`src/pds_pkg.sv`:
```
/*
  Constants, timing figures and state encoding of the pulse dial sequencer.
  Assumes a 20 MHz system clock; all tick figures count internal ticks.
*/
package pds_pkg;

  // ==========================================================
  // Clock and timing
  localparam int unsigned CLK_PERIOD_NS = 50;
  localparam int unsigned T_ON_MS = 4;
  localparam int unsigned T_ON_CYC = (T_ON_MS * 1000000 + CLK_PERIOD_NS - 1) / CLK_PERIOD_NS;
  // Dialling pulse period, normal and test rate, in microseconds
  localparam int unsigned TDP_NORMAL_US = 98700;
  localparam int unsigned TDP_TEST_US = 1073;
  // Prepulse of ten ticks is a third of the pulse period
  localparam int unsigned TICKS_PER_TDP = 30;
  localparam int unsigned TICK_NORMAL_CYC = (TDP_NORMAL_US * 1000) / (TICKS_PER_TDP * CLK_PERIOD_NS);
  localparam int unsigned TICK_TEST_CYC = (TDP_TEST_US * 1000) / (TICKS_PER_TDP * CLK_PERIOD_NS);

  // ==========================================================
  // Phase lengths in ticks
  localparam int unsigned PHASE_W = 8;
  localparam int unsigned GAP_TDP = 8;
  localparam int unsigned RD_TDP_X10 = 16;
  localparam logic [PHASE_W-1:0] PREWAIT_TICKS = 8'h0a;
  localparam logic [PHASE_W-1:0] PREPULSE_TICKS = 8'h0a;
  localparam logic [PHASE_W-1:0] BREAK_TICKS = PHASE_W'((3 * TICKS_PER_TDP) / 5);
  localparam logic [PHASE_W-1:0] MAKE_TICKS = PHASE_W'((2 * TICKS_PER_TDP) / 5);
  localparam logic [PHASE_W-1:0] GAP_TICKS = PHASE_W'(GAP_TDP * TICKS_PER_TDP);
  localparam logic [PHASE_W-1:0] RD_TICKS = PHASE_W'((RD_TDP_X10 * TICKS_PER_TDP) / 10);

  // ==========================================================
  // Keycodes and store
  localparam int unsigned KEY_W = 4;
  localparam int unsigned RAM_DEPTH = 23;
  localparam logic [KEY_W-1:0] KEY_REDIAL = 4'hb;
  localparam logic [KEY_W-1:0] KEY_ZERO = 4'h0;
  localparam logic [KEY_W-1:0] ZERO_PULSES = 4'ha;

  // ==========================================================
  // Sequencer states
  typedef enum logic [3:0] {
    ST_STANDBY  = 4'h0,
    ST_START    = 4'h1,
    ST_PREWAIT  = 4'h2,
    ST_PREPULSE = 4'h3,
    ST_IDLE     = 4'h4,
    ST_GAP      = 4'h5,
    ST_FETCH    = 4'h6,
    ST_LOAD     = 4'h7,
    ST_BREAK    = 4'h8,
    ST_MAKE     = 4'h9
  } pds_state_t;

endpackage

```
`src/pds_keyram.sv`:
```
/*
  Keycode store of the pulse dial sequencer: one write port, one read port
  with registered read data. Contents are not reset and survive standby.
*/
`timescale 1ns/1ps
module pds_keyram #(
  parameter int unsigned DEPTH = 23,
  parameter int unsigned AW = 5,
  parameter int unsigned DW = 4
) (
  // Clock
  input wire logic sys_clk,
  // Write port
  input wire logic wr_en,
  input wire logic [AW-1:0] wr_addr,
  input wire logic [DW-1:0] wr_data,
  // Read port
  input wire logic rd_en,
  input wire logic [AW-1:0] rd_addr,
  output logic [DW-1:0] rd_data
);

  logic [DW-1:0] mem [DEPTH];

  always_ff @(posedge sys_clk) begin
    if (wr_en) begin
      mem[wr_addr] <= wr_data;
    end
  end

  always_ff @(posedge sys_clk) begin
    if (rd_en) begin
      rd_data <= mem[rd_addr];
    end
  end

endmodule

```
`src/pds_sequencer.sv`:
```
/*
  Pulse dial sequencer: start-up, mute prepulse, keycode storage and
  replay as timed line pulses, hold and long-enable-low standby.
  Assumes debounced keycodes arrive as one-cycle strobes and all inputs
  are synchronous to sys_clk.
*/
// Notes on behaviour
// RQ1 - Tick generator starts 4 ms after enable
// RQ2 - Ten ticks later, ten-tick prepulse on mute
// RQ3 - Common-contact start: mute high after entry
// RQ4 - Stored key raises mute, then inter-digit gap
// RQ5 - After gap: strobe, read key, pulse count
// RQ6 - Digit end: strobe low, read pointer advances
// RQ7 - All digits sent: mute low, conversation
// RQ8 - Enable low 1,6 periods returns standby
// RQ9 - Hold stops train when strobe falls
// RQ10 - Keys still stored while hold is high
// RQ11 - Resume only after hold low plus gap
// RQ12 - Over 23 keys wraps, blocks redial
// RQ13 - First-key redial replays, ignores new keys
// RQ14 - Standby clears all except store, write pointer, overflow flag
// RQ15 - Inter-digit gap lasts eight pulse periods
// RQ16 - Digit n gives n pulses, zero gives ten, 3/5 break
// RQ17 - Strobe high over train, low in gap
`timescale 1ns/1ps
module pds_sequencer
  import pds_pkg::*;
#(
  parameter int unsigned T_ON_CYCLES = pds_pkg::T_ON_CYC,
  parameter int unsigned TICK_NORMAL_CYCLES = pds_pkg::TICK_NORMAL_CYC,
  parameter int unsigned TICK_TEST_CYCLES = pds_pkg::TICK_TEST_CYC,
  parameter int unsigned DEPTH = pds_pkg::RAM_DEPTH
) (
  // Clock and reset
  input wire logic sys_clk,
  input wire logic sys_rst,
  // Control inputs
  input wire logic enable_in,
  input wire logic rate_select_in,
  input wire logic hold_in,
  // Debounced keyboard entry
  input wire logic key_valid_in,
  input wire logic [pds_pkg::KEY_W-1:0] key_code_in,
  // Line side outputs
  output logic mute_out,
  output logic digit_strobe_out,
  output logic line_pulse_out
);
  import pds_pkg::*;

  localparam int unsigned AW = $clog2(DEPTH);
  localparam int unsigned TW = $clog2(T_ON_CYCLES + 1);
  localparam int unsigned DW = $clog2(TICK_NORMAL_CYCLES + 1);

  // ==========================================================
  // Pointer wrap
  function automatic logic [AW-1:0] ptr_inc(input logic [AW-1:0] p);
    logic [AW-1:0] r;
    r = (p == AW'(DEPTH - 1)) ? '0 : p + AW'(1);
    return r;
  endfunction

  pds_state_t state_q, state_d;
  logic [TW-1:0] start_cnt_q;
  logic [DW-1:0] tick_div_q;
  logic internal_tick_q;
  logic [PHASE_W-1:0] phase_q;
  logic [PHASE_W-1:0] low_cnt_q;
  logic [KEY_W-1:0] pulses_q;
  logic [AW-1:0] read_pointer_q, write_pointer_q;
  logic overflow_q, first_q, replay_q;
  logic [KEY_W-1:0] ram_q;

  // ==========================================================
  // Decoding
  wire running = (state_q != ST_STANDBY) && (state_q != ST_START);
  wire standby = (state_q == ST_STANDBY);
  wire [DW-1:0] tick_lim = rate_select_in ? DW'(TICK_TEST_CYCLES - 1) : DW'(TICK_NORMAL_CYCLES - 1);
  wire tick_end = running && (tick_div_q >= tick_lim);
  wire start_done = (start_cnt_q == TW'(T_ON_CYCLES - 1));
  wire [PHASE_W-1:0] phase_lim = (state_q == ST_PREWAIT) ? PREWAIT_TICKS :
                                 (state_q == ST_PREPULSE) ? PREPULSE_TICKS :
                                 (state_q == ST_GAP) ? GAP_TICKS :
                                 (state_q == ST_BREAK) ? BREAK_TICKS : MAKE_TICKS;
  wire phase_done = internal_tick_q && (phase_q == phase_lim - PHASE_W'(1));
  // RQ8 - reset pulse detect
  wire reset_pulse = running && !enable_in && internal_tick_q && (low_cnt_q == RD_TICKS - PHASE_W'(1));
  // Digits of an earlier call stay for redial and must not pend
  wire pending = !first_q && (read_pointer_q != write_pointer_q);
  wire last_digit = (ptr_inc(read_pointer_q) == write_pointer_q);
  wire digit_end = (state_q == ST_MAKE) && phase_done && (pulses_q == KEY_W'(1));
  // RQ10 - keys taken in hold too
  wire key_take = running && key_valid_in && !replay_q;
  wire key_is_redial = (key_code_in == KEY_REDIAL);
  // RQ12 - redial blocked after overflow
  wire key_first_redial = key_take && first_q && key_is_redial && !overflow_q;
  wire key_store = key_take && !key_is_redial;
  wire [AW-1:0] wr_addr = first_q ? '0 : write_pointer_q;
  wire replay_done = (state_q == ST_IDLE) && !pending;
  // RQ9 - hold clears gap count
  wire phase_clr = (state_d != state_q) || ((state_q == ST_GAP) && hold_in);
  wire [KEY_W-1:0] load_pulses = (ram_q == KEY_ZERO) ? ZERO_PULSES : ram_q;
  // RQ4 - mute follows next state
  wire mute_d = (state_d == ST_PREPULSE) || (state_d == ST_GAP) || (state_d == ST_FETCH) ||
                (state_d == ST_LOAD) || (state_d == ST_BREAK) || (state_d == ST_MAKE);
  // RQ17 - strobe over whole train
  wire strobe_d = (state_d == ST_FETCH) || (state_d == ST_LOAD) || (state_d == ST_BREAK) ||
                  (state_d == ST_MAKE);
  wire pulse_d = (state_d == ST_BREAK);

  // ==========================================================
  // Sequencer
  always_comb begin
    state_d = state_q;
    case (state_q)
      ST_STANDBY: begin
        if (enable_in) state_d = ST_START;
      end
      // RQ1 - start-up delay
      ST_START: begin
        if (!enable_in) state_d = ST_STANDBY;
        else if (start_done) state_d = ST_PREWAIT;
      end
      // RQ3 - early key mutes at once
      ST_PREWAIT: begin
        if (pending) state_d = ST_GAP;
        else if (phase_done) state_d = ST_PREPULSE;
      end
      // RQ2 - prepulse then conversation
      ST_PREPULSE: begin
        if (phase_done) state_d = pending ? ST_GAP : ST_IDLE;
      end
      ST_IDLE: begin
        if (pending) state_d = ST_GAP;
      end
      // RQ11 - gap restarts while held
      ST_GAP: begin
        if (phase_done && !hold_in) state_d = ST_FETCH;
      end
      ST_FETCH: state_d = ST_LOAD;
      ST_LOAD: state_d = ST_BREAK;
      // RQ16 - break then make
      ST_BREAK: begin
        if (phase_done) state_d = ST_MAKE;
      end
      // RQ7 - last digit back to conversation
      ST_MAKE: begin
        if (digit_end) state_d = last_digit ? ST_IDLE : ST_GAP;
        else if (phase_done) state_d = ST_BREAK;
      end
      default: state_d = ST_STANDBY;
    endcase
    if (reset_pulse) state_d = ST_STANDBY;
  end

  always_ff @(posedge sys_clk) begin
    if (sys_rst) begin
      state_q <= ST_STANDBY;
      mute_out <= 1'b0;
      digit_strobe_out <= 1'b0;
      line_pulse_out <= 1'b0;
    end else begin
      state_q <= state_d;
      mute_out <= mute_d;
      digit_strobe_out <= strobe_d;
      line_pulse_out <= pulse_d;
    end
  end

  // ==========================================================
  // Start-up, tick divider and enable-low watch
  // Divider is idle in standby, standing in for the stopped oscillator
  always_ff @(posedge sys_clk) begin
    if (sys_rst || state_q != ST_START) start_cnt_q <= '0;
    else start_cnt_q <= start_cnt_q + TW'(1);
  end

  always_ff @(posedge sys_clk) begin
    if (sys_rst || !running || tick_end) tick_div_q <= '0;
    else tick_div_q <= tick_div_q + DW'(1);
  end

  always_ff @(posedge sys_clk) begin
    if (sys_rst) internal_tick_q <= 1'b0;
    else internal_tick_q <= tick_end;
  end

  // Short enable drops while running clear the count and do nothing else
  always_ff @(posedge sys_clk) begin
    if (sys_rst || !running || enable_in) low_cnt_q <= '0;
    else if (internal_tick_q) low_cnt_q <= low_cnt_q + PHASE_W'(1);
  end

  // RQ15 - phase timing in ticks
  always_ff @(posedge sys_clk) begin
    if (sys_rst || phase_clr) phase_q <= '0;
    else if (internal_tick_q) phase_q <= phase_q + PHASE_W'(1);
  end

  // RQ5 - pulse count from keycode
  always_ff @(posedge sys_clk) begin
    if (sys_rst || standby) pulses_q <= '0;
    else if (state_q == ST_LOAD) pulses_q <= load_pulses;
    else if (state_q == ST_MAKE && phase_done) pulses_q <= pulses_q - KEY_W'(1);
  end

  // ==========================================================
  // Pointers and entry flags
  // RQ14 - write pointer survives standby
  always_ff @(posedge sys_clk) begin
    if (sys_rst) begin
      write_pointer_q <= '0;
      overflow_q <= 1'b0;
    end else if (key_store) begin
      write_pointer_q <= ptr_inc(wr_addr);
      // RQ12 - wrap onto lowest location
      overflow_q <= !first_q && (write_pointer_q == '0) ? 1'b1 : (first_q ? 1'b0 : overflow_q);
    end
  end

  always_ff @(posedge sys_clk) begin
    if (sys_rst || standby) begin
      read_pointer_q <= '0;
      first_q <= 1'b1;
      replay_q <= 1'b0;
    end else begin
      // RQ13 - redial first replays store
      if (key_first_redial) begin
        read_pointer_q <= '0;
        replay_q <= 1'b1;
      end else if (key_store && first_q) begin
        read_pointer_q <= '0;
      end else if (digit_end) begin
        // RQ6 - advance after each digit
        read_pointer_q <= ptr_inc(read_pointer_q);
      end
      if (key_first_redial || key_store) first_q <= 1'b0;
      if (replay_done && !key_first_redial) replay_q <= 1'b0;
    end
  end

  pds_keyram #(
    .DEPTH(DEPTH),
    .AW(AW),
    .DW(KEY_W)
  ) u_keyram (
    .sys_clk(sys_clk),
    .wr_en(key_store),
    .wr_addr(wr_addr),
    .wr_data(key_code_in),
    .rd_en(state_q == ST_FETCH),
    .rd_addr(read_pointer_q),
    .rd_data(ram_q)
  );
endmodule

```
`config.mk`:
```
export PLATFORM = sky130hd
export DESIGN_NAME = pds_sequencer
export DESIGN_NICKNAME = d
export VERILOG_FILES = /design/src/pds_pkg.sv /design/src/pds_keyram.sv /design/src/pds_sequencer.sv
export SDC_FILE = /design/constraint.sdc
export NUM_CORES = 1
export LEC_CHECK = 0
export BUFFER_PORTS_ARGS = -buffer_cell sky130_fd_sc_hd__buf_4
export CORE_MARGIN = 8
export CORE_UTILIZATION = 65
export CTS_BUF_LIST = sky130_fd_sc_hd__clkbuf_8 sky130_fd_sc_hd__clkbuf_16
export DETAILED_ROUTE_END_ITERATION = 10
export PLACE_DENSITY = 0.82
export SYNTH_ARGS = -nofsm -noshare
export SYNTH_HDL_FRONTEND = slang
export SYNTH_SLANG_ARGS = --single-unit
export TNS_END_PERCENT = 50
```
`constraint.sdc`:
```
create_clock -name sys_clk -period 6.2 [get_ports sys_clk]
set_clock_uncertainty 0.15 [all_clocks]
set_input_delay 0.62 -clock sys_clk [delete_from_list [all_inputs] [get_ports sys_clk]]
set_output_delay 0.62 -clock sys_clk [all_outputs]
set_load 0.02 [all_outputs]
```
# ---- Yosys cells after proc, flatten, opt, wreduce, memory -nomap -nowiden
# Memories as Yosys holds them, arrays and structs flattened. A register that Yosys moved wholly into a read port is not among the register bits.
# Index checks and enable logic that the tools add are counted.
# W data, S select, Z words.
dict set report word_totals {
  reg_bits 75
  mem_bits_rw 92
  inputBits 10
  out_inout_bits 3
  word_cells 136
  mem_count 1
}
# name words width rd rd_ports_with_merged_regs wr line_no
set mem_list {}
lappend mem_list {u_keyram.mem 23 4 1 1 1 pds_keyram.sv:23} ;# logic [DW-1:0] mem [DEPTH];
dict set report op_classes {
  add_sub_neg 8
  order_cmp 1
  n_eq_ne 26
  n_mux 30
  reduce_logical 55
}
# op n
set op_table {}
lappend op_table {{$mux W4} 15}
lappend op_table {{$pmux W4 S10} 1}
lappend op_table {{$add A17 B1 Y17 const B} 2}
lappend op_table {{$eq A4 B3 Y1 const B} 7}
lappend op_table {{$mux W8} 3}
lappend op_table {{$logic_and A1 B1 Y1} 21}
lappend op_table {{$eq A4 B4 Y1 const B} 5}
lappend op_table {{$mux W5} 4}
lappend op_table {{$eq A17 B17 Y1 const B} 1}
lappend op_table {{$ge A17 B17 Y1} 1}
lappend op_table {{$mux W17} 1}
lappend op_table {{$add A8 B1 Y8 const B} 2}
lappend op_table {{$logic_or A1 B1 Y1} 16}
lappend op_table {{$eq A4 B2 Y1 const B} 3}
lappend op_table {{$add A5 B1 Y5 const B} 2}
lappend op_table {{$eq A5 B5 Y1 const B} 2}
lappend op_table {{$logic_not A1 Y1} 9}
lappend op_table {{$eq A4 B1 Y1 const B} 2}
lappend op_table {{$eq A8 B6 Y1 const B} 1}
lappend op_table {{$eq A8 B8 Y1} 1}
lappend op_table {{$logic_not A4 Y1} 2}
lappend op_table {{$sub A8 B1 Y8 const B} 1}
lappend op_table {{$mux W1} 6}
lappend op_table {{$eq A5 B5 Y1} 1}
lappend op_table {{other kinds (10)} 11}

# ---- Logic depth before layout (Yosys ltp)
dict set report depth {
  depth_word 19
  depth_mapped 14
  ltp_nobuf 13
}

# ---- Hierarchy
# From an unflattened synthesis, not the netlist that was laid out.
dict set report unflattened {
  cells_unflattened 744
  area_unflattened_um2 8440.6
}
# mod instances cells_per_inst area_per_inst_um2 seq_area_each_um2
set by_module_without_submodules {}
lappend by_module_without_submodules {pds_sequencer 1 547 4591.9 1501.4}
lappend by_module_without_submodules {pds_keyram 1 197 3848.7 2882.8}

# ---- Worst setup path after synthesis
# Ideal clock, no wire load.
dict set report synth_timing {
  kind {reg2reg}
  startpoint {register read_pointer_q[0]}
  endpoint {register phase_q[1]}
  setup_time_ns 0.141
  t_arrival_ns 3.620
  required_time_ns 5.909
  slack_ns 2.289
  stages_incl_launch_ff 15
  path_buffers 4
  period_less_slack_ns 3.911
  cell_sequence {dfxtp_1 buf_2 clkbuf_1 clkbuf_1 inv_1 ha_1 and4b_1 clkbuf_1 nor2_1 xnor2_1 nand3_1 o31ai_1 nor4b_4 mux2i_2 a211oi_1}
}
dict set report synth_between {
  elab_chain_cells 10
  elab_cells_between_ends 17
  cone_classes {add/sub (1); eq/ne (4); mux (9); reduce/logical (3)}
}
# element line_no
set synth_rtl {}
lappend synth_rtl {{from (decl)} pds_sequencer.sv:70} ;# logic [AW-1:0] read_pointer_q, write_pointer_q;
lappend synth_rtl {{from (signal assigned)} pds_sequencer.sv:235} ;# read_pointer_q <= ptr_inc(read_pointer_q);
lappend synth_rtl {{$add A5 B1 Y5 / $eq A5 B5 Y1 (equally long branches)} pds_sequencer.sv:59} ;# r = (p == AW'(DEPTH - 1)) ? '0 : p + AW'(1);
lappend synth_rtl {{$mux W5} pds_sequencer.sv:59}
lappend synth_rtl {{$eq A5 B5 Y1} pds_sequencer.sv:90} ;# wire last_digit = (ptr_inc(read_pointer_q) == write_pointer_q);
lappend synth_rtl {{$mux W1} pds_sequencer.sv:148} ;# if (digit_end) state_d = last_digit ? ST_IDLE : ST_GAP;
lappend synth_rtl {{$mux W4} pds_sequencer.sv:148}
lappend synth_rtl {{$pmux W4 S10 *} pds_sequencer.sv:115} ;# case (state_q)
lappend synth_rtl {{$mux W4 *} pds_sequencer.sv:153} ;# if (reset_pulse) state_d = ST_STANDBY;
lappend synth_rtl {{$ne A4 B4 Y1 *} pds_sequencer.sv:101} ;# wire phase_clr = (state_d != state_q) || ((state_q == ST_GAP) && hold_in);
lappend synth_rtl {{$logic_or A1 B1 Y1 *} pds_sequencer.sv:101}
lappend synth_rtl {{$logic_or A1 B1 Y1 *} pds_sequencer.sv:196} ;# if (sys_rst || phase_clr) phase_q <= '0;
lappend synth_rtl {{to (signal assigned)} pds_sequencer.sv:197} ;# else if (internal_tick_q) phase_q <= phase_q + PHASE_W'(1);
lappend synth_rtl {{to (decl)} pds_sequencer.sv:67} ;# logic [PHASE_W-1:0] phase_q;
# Mark *: on every way between the ends. The rest lies on a longest branch, timed or not.
# A chain may end at the register's enable or synchronous reset.

# ---- Worst setup path in the final report
dict set report layout_timing {
  startpoint {register state_q[3]}
  endpoint {register phase_q[2]}
}
dict set report layout_between {
  elab_chain_cells 16
  elab_cells_between_ends 43
  cone_classes {add/sub (1); eq/ne (12); mux (17); reduce/logical (13)}
}
# element line_no
set layout_rtl {}
lappend layout_rtl {{from (decl)} pds_sequencer.sv:63} ;# pds_state_t state_q, state_d;
lappend layout_rtl {{from (signal assigned)} pds_sequencer.sv:163} ;# state_q <= state_d;
lappend layout_rtl {{$eq A4 B4 Y1} {pds_sequencer.sv:84, pds_sequencer.sv:115}}
lappend layout_rtl {{$mux W5} pds_sequencer.sv:84} ;# (state_q == ST_BREAK) ? BREAK_TICKS : MAKE_TICKS;
lappend layout_rtl {{$mux W8} pds_sequencer.sv:83} ;# (state_q == ST_GAP) ? GAP_TICKS :
lappend layout_rtl {{$mux W8} pds_sequencer.sv:82} ;# (state_q == ST_PREPULSE) ? PREPULSE_TICKS :
lappend layout_rtl {{$mux W8} pds_sequencer.sv:81} ;# wire [PHASE_W-1:0] phase_lim = (state_q == ST_PREWAIT) ? PREWAIT_TICKS :
lappend layout_rtl {{$sub A8 B1 Y8} pds_sequencer.sv:85} ;# wire phase_done = internal_tick_q && (phase_q == phase_lim - PHASE_W'(1));
lappend layout_rtl {{$eq A8 B8 Y1} pds_sequencer.sv:85}
lappend layout_rtl {{$logic_and A1 B1 Y1} pds_sequencer.sv:85}
lappend layout_rtl {{$logic_and A1 B1 Y1 (2 in series)} pds_sequencer.sv:91} ;# wire digit_end = (state_q == ST_MAKE) && phase_done && (pulses_q == KEY_W'(1));
lappend layout_rtl {{$mux W4} pds_sequencer.sv:148}
lappend layout_rtl {{$pmux W4 S10} pds_sequencer.sv:115}
lappend layout_rtl {{$mux W4} pds_sequencer.sv:153}
lappend layout_rtl {{$ne A4 B4 Y1} pds_sequencer.sv:101}
lappend layout_rtl {{$logic_or A1 B1 Y1 *} pds_sequencer.sv:101}
lappend layout_rtl {{$logic_or A1 B1 Y1 *} pds_sequencer.sv:196}
# Marks and branches as above.

==> impl_metrics.py <==
metrics = {
    "outcome": {
        "run_status": "finished clean",
    },
    "power_and_ir_drop": {
        "vdd_drop_max_mv": 0.213,
        "power.leakage_nw": 2.96,
        "finalPower_mw": 2.18,
        "powerDensity_mw_per_mm2": 248,
    },
    "cts": {
        "clockBufferDepth": 2,
        "cts_tree": "done",
        "cts-root-buf": "clkbuf_16",
        "clock_sinks": 171,
        "h-tree-depth": 4,
        "clkTransAtPathRegs_ns": 0.06,
        "cts-buffers-inserted": 17,
        "ctsHoldBuffers": 0,
        "cts-resized-gates": 0,
        "clkLatencyLatePin_ns": 0.43,
        "cts_setup_buffers": 0,
    },
    "yosys": {
        "ys.flop_type": "edfxtp_1",
        "ys_ff_latch": 171,
        "synth_nets": 739,
        "ys_async_sr_fraction_pct": 0,
        "synth_edf_count": 96,
        "synthCells": 708,
        "ys_warn_count": 0,
        "ys_seq_area_share_pct": 54.4,
        "yosysUniqueCellTypes": 60,
        "syn_area_per_cell_sq_um": 11.4,
        "syn_area_sq_mm": 0.00807,
    },
    "layout": {
        "fin_nets": 741,
        "antenna_cells": 0,
        "final_layout_size_suffix_gt1_share_pct": 11.5,
        "finalCoreUtilization_pct": 72.8,
        "design_area_sq_mm": 0.00878,
        "final_common_cell": "nor2_1",
        "layout.cells.non_filler": 891,
        "area_delta_synth_final_pct": 8.87,
        "mostFrequentLayoutCells": "nor2_1, edfxtp_1, dfxtp_1",
    },
    "die": {
        "die_w_microns": 127,
        "start_util_pct": 66.9,
        "ios": 13,
        "die_area_sq_mm": 0.0162,
        "core_sq_mm": 0.0121,
        "die_height_microns": 127,
        "num_rows": 40,
    },
    "setup_path": {
        "cp-start-kind": "flip-flop",
        "timing.rr.end": "phase_q[2]$_SDFFE_PP0P_",
        "rrSetupSlack_ns": 1.95,
        "reg2reg_depth": 13,
        "critical_path_arrival_ns": 4.39,
        "crit_fanout": 14,
        "worst_ep_required_time_ns": 6.34,
        "end_kind": "flip-flop",
        "r2r_start": "state_q[3]$_SDFF_PP0_",
        "worstSetupPathType": "flip-flop to flip-flop",
    },
    "place": {
        "dp_hpwl_mm": 10.9,
        "routabilityCongestion": 0.876,
        "numPortBuffers": 12,
        "postPlaceCellArea_sq_mm": 0.00825,
        "numPlacedInstances": 859,
    },
    "sta": {
        "worstMarginPinSlew_ns": 1.04,
        "setup_viol": 0,
        "slew_headroom_pct": 30.9,
        "final_hold_viol_count": 0,
        "fmax_mhz": 235,
        "maxSlewViolCount": 0,
        "setup_tns_ns": 0,
        "finalCriticalPeriod_ns": 4.25,
        "finalCritPeriodShare_pct": 68.5,
        "rsz0062_at_grt": "no",
    },
    "flow_run": {
        "maxCapViolCount": 0,
    },
    "hold_path": {
        "hp-class": "flip-flop to flip-flop",
        "holdPathStages": 1,
        "hold_end": "start_cnt_q[0]$_SDFF_PP0_",
        "hold_start": "start_cnt_q[0]$_SDFF_PP0_",
    },
    "route": {
        "drcViolationCount": 0,
        "post_drt_via_cell_ratio": 6.09,
        "drtIter0Drc": 540,
        "drt_pass1_iterations": 6,
        "vias": 5425,
        "drtAntennaViolNets": 0,
        "wirelength_mm": 16.0,
        "routedWlPerCell_microns": 18.0,
    },
    "global_route": {
        "grt_pass1_wl_mm": 26.2,
        "antenna_found_initial": 0,
        "grt_pass1_vias": 5246,
        "grt_max_degree": 34,
        "gr-total-overflow": 0,
        "grtUsageTotal_pct": 20.9,
    },
}
==> worst max-delay path: stages (launching register included) <==
cell	delay [ns]
dfxtp_1	0.64
or3b_2	0.51
nand2_1	0.08
nand2_1	0.08
nand2_1	0.08
ha_1	0.15
xor2_1	0.32
nand2_1	0.11
o221ai_1	0.54
a211oi_2	0.32
o31ai_1	0.16
nor4b_4	0.37
mux2i_2	0.46
a211oi_1	0.13
==> area by class of cell <==
| class | count | area, sq um |
|---|---|---|
| Sequential cell | 171 | 4390 |
| Multi-Input combinational cell | 487 | 3480 |
| Fill cell | 803 | 3280 |
| Clock buffer | 18 | 450 |
| Tap cell | 168 | 210 |
| Timing Repair Buffer | 14 | 105 |
| Clock inverter | 14 | 82.6 |
| Inverter | 19 | 71.3 |
==> synth_stat cells, types with 2 or more instances <==
library cell,number,area (sq um)
buf_6,2,22.5
o211ai_1,4,30.0
o31ai_1,3,22.5
or2_2,2,12.5
and3_1,10,62.6
a211oi_1,9,67.6
and4_1,3,26.3
edfxtp_1,96,2880
and4b_1,4,40.0
dfxtp_1,75,1500
nand3_1,19,95.1
nor3b_1,4,30.0
and2_1,4,25.0
mux2i_1,14,140
nand4_1,9,56.3
nor2_1,103,387
nor3_1,22,110
nand2b_1,9,56.3
nor4b_1,2,17.5
clkbuf_1,27,101
a211oi_2,3,37.5
nand3b_1,3,22.5
nor2b_1,4,25.0
a21oi_1,25,125
nand2_1,58,218
o21a_1,2,15.0
buf_2,2,10.0
ha_1,21,263
a21o_1,5,37.5
o31a_1,2,17.5
nor4_1,5,31.3
inv_1,19,71.3
o21ai_0,21,105
or4_1,2,15.0
a221oi_1,4,35.0
xnor2_1,19,166
or3_1,4,25.0
o211a_1,3,30.0
xor2_1,40,350
a31oi_1,2,12.5
mux4_2,24,541
==> logic make-up (layout without fill, tap and decap cells) <==
group,count (synthesis),after routing,synth area share (%)
mux,39,39,8.61
fa+ha+maj,21,21,3.26
compound gates,95,95,8.24
flops,171,171,54.4
simple gates,273,273,16.6
xor+xnor,59,59,6.41
buf+inv,50,65,2.54
==> registers in the layout, summed over array words and instances (netlist names), 4 cells and up <==
name,count
low_cnt_q,8
phase_q,8
pulses_q,4
read_pointer_q,5
start_cnt_q,17
state_q,4
tick_div_q,17
u_keyram.mem,92
u_keyram.rd_data,4
write_pointer_q,5
==> worst max path at each step <==
stage / from / end / slack [ns] / depth (start not counted)
floorplan: read_pointer_q[0]$_SDFFE_PP0P_ / phase_q[1]$_SDFFE_PP0P_ / 2.29 / 14
global placement: state_q[3]$_SDFF_PP0_ / phase_q[2]$_SDFFE_PP0P_ / 2.27 / 12
detailed placement: state_q[3]$_SDFF_PP0_ / phase_q[4]$_SDFFE_PP0P_ / 2.11 / 13
CTS: state_q[3]$_SDFF_PP0_ / phase_q[2]$_SDFFE_PP0P_ / 2.06 / 13
global route: state_q[3]$_SDFF_PP0_ / phase_q[2]$_SDFFE_PP0P_ / 1.66 / 13
finish: state_q[3]$_SDFF_PP0_ / phase_q[2]$_SDFFE_PP0P_ / 1.95 / 13
==> per-layer routing <==
metal	GRT usage, %	share of wire, %	vias to the layer above
met1	26.5	44	2612
met5	0	0	-
li1	-	-	2588
met3	5.49	6.3	28
met4	8.12	1.9	0
met2	33.6	48	197
==> power breakdown <==
group	switching, mW	total [mW]	internal, mW
combinational	0.0224	0.0321	0.00974
sequential	0.00202	1.20	1.20
clock	0.424	0.952	0.528
==> metrics by stage <==
stage	hold WS (ns)	worst slack (ns)
3_3_place_gp	0.292	2.27
2_1_floorplan	0.276	2.29
5_1_grt	0.339	1.66
3_5_place_dp	0.300	2.11
6_report	0.314	1.95
4_1_cts	0.314	2.06
Note: power is estimated with default switching activity, not from simulation.
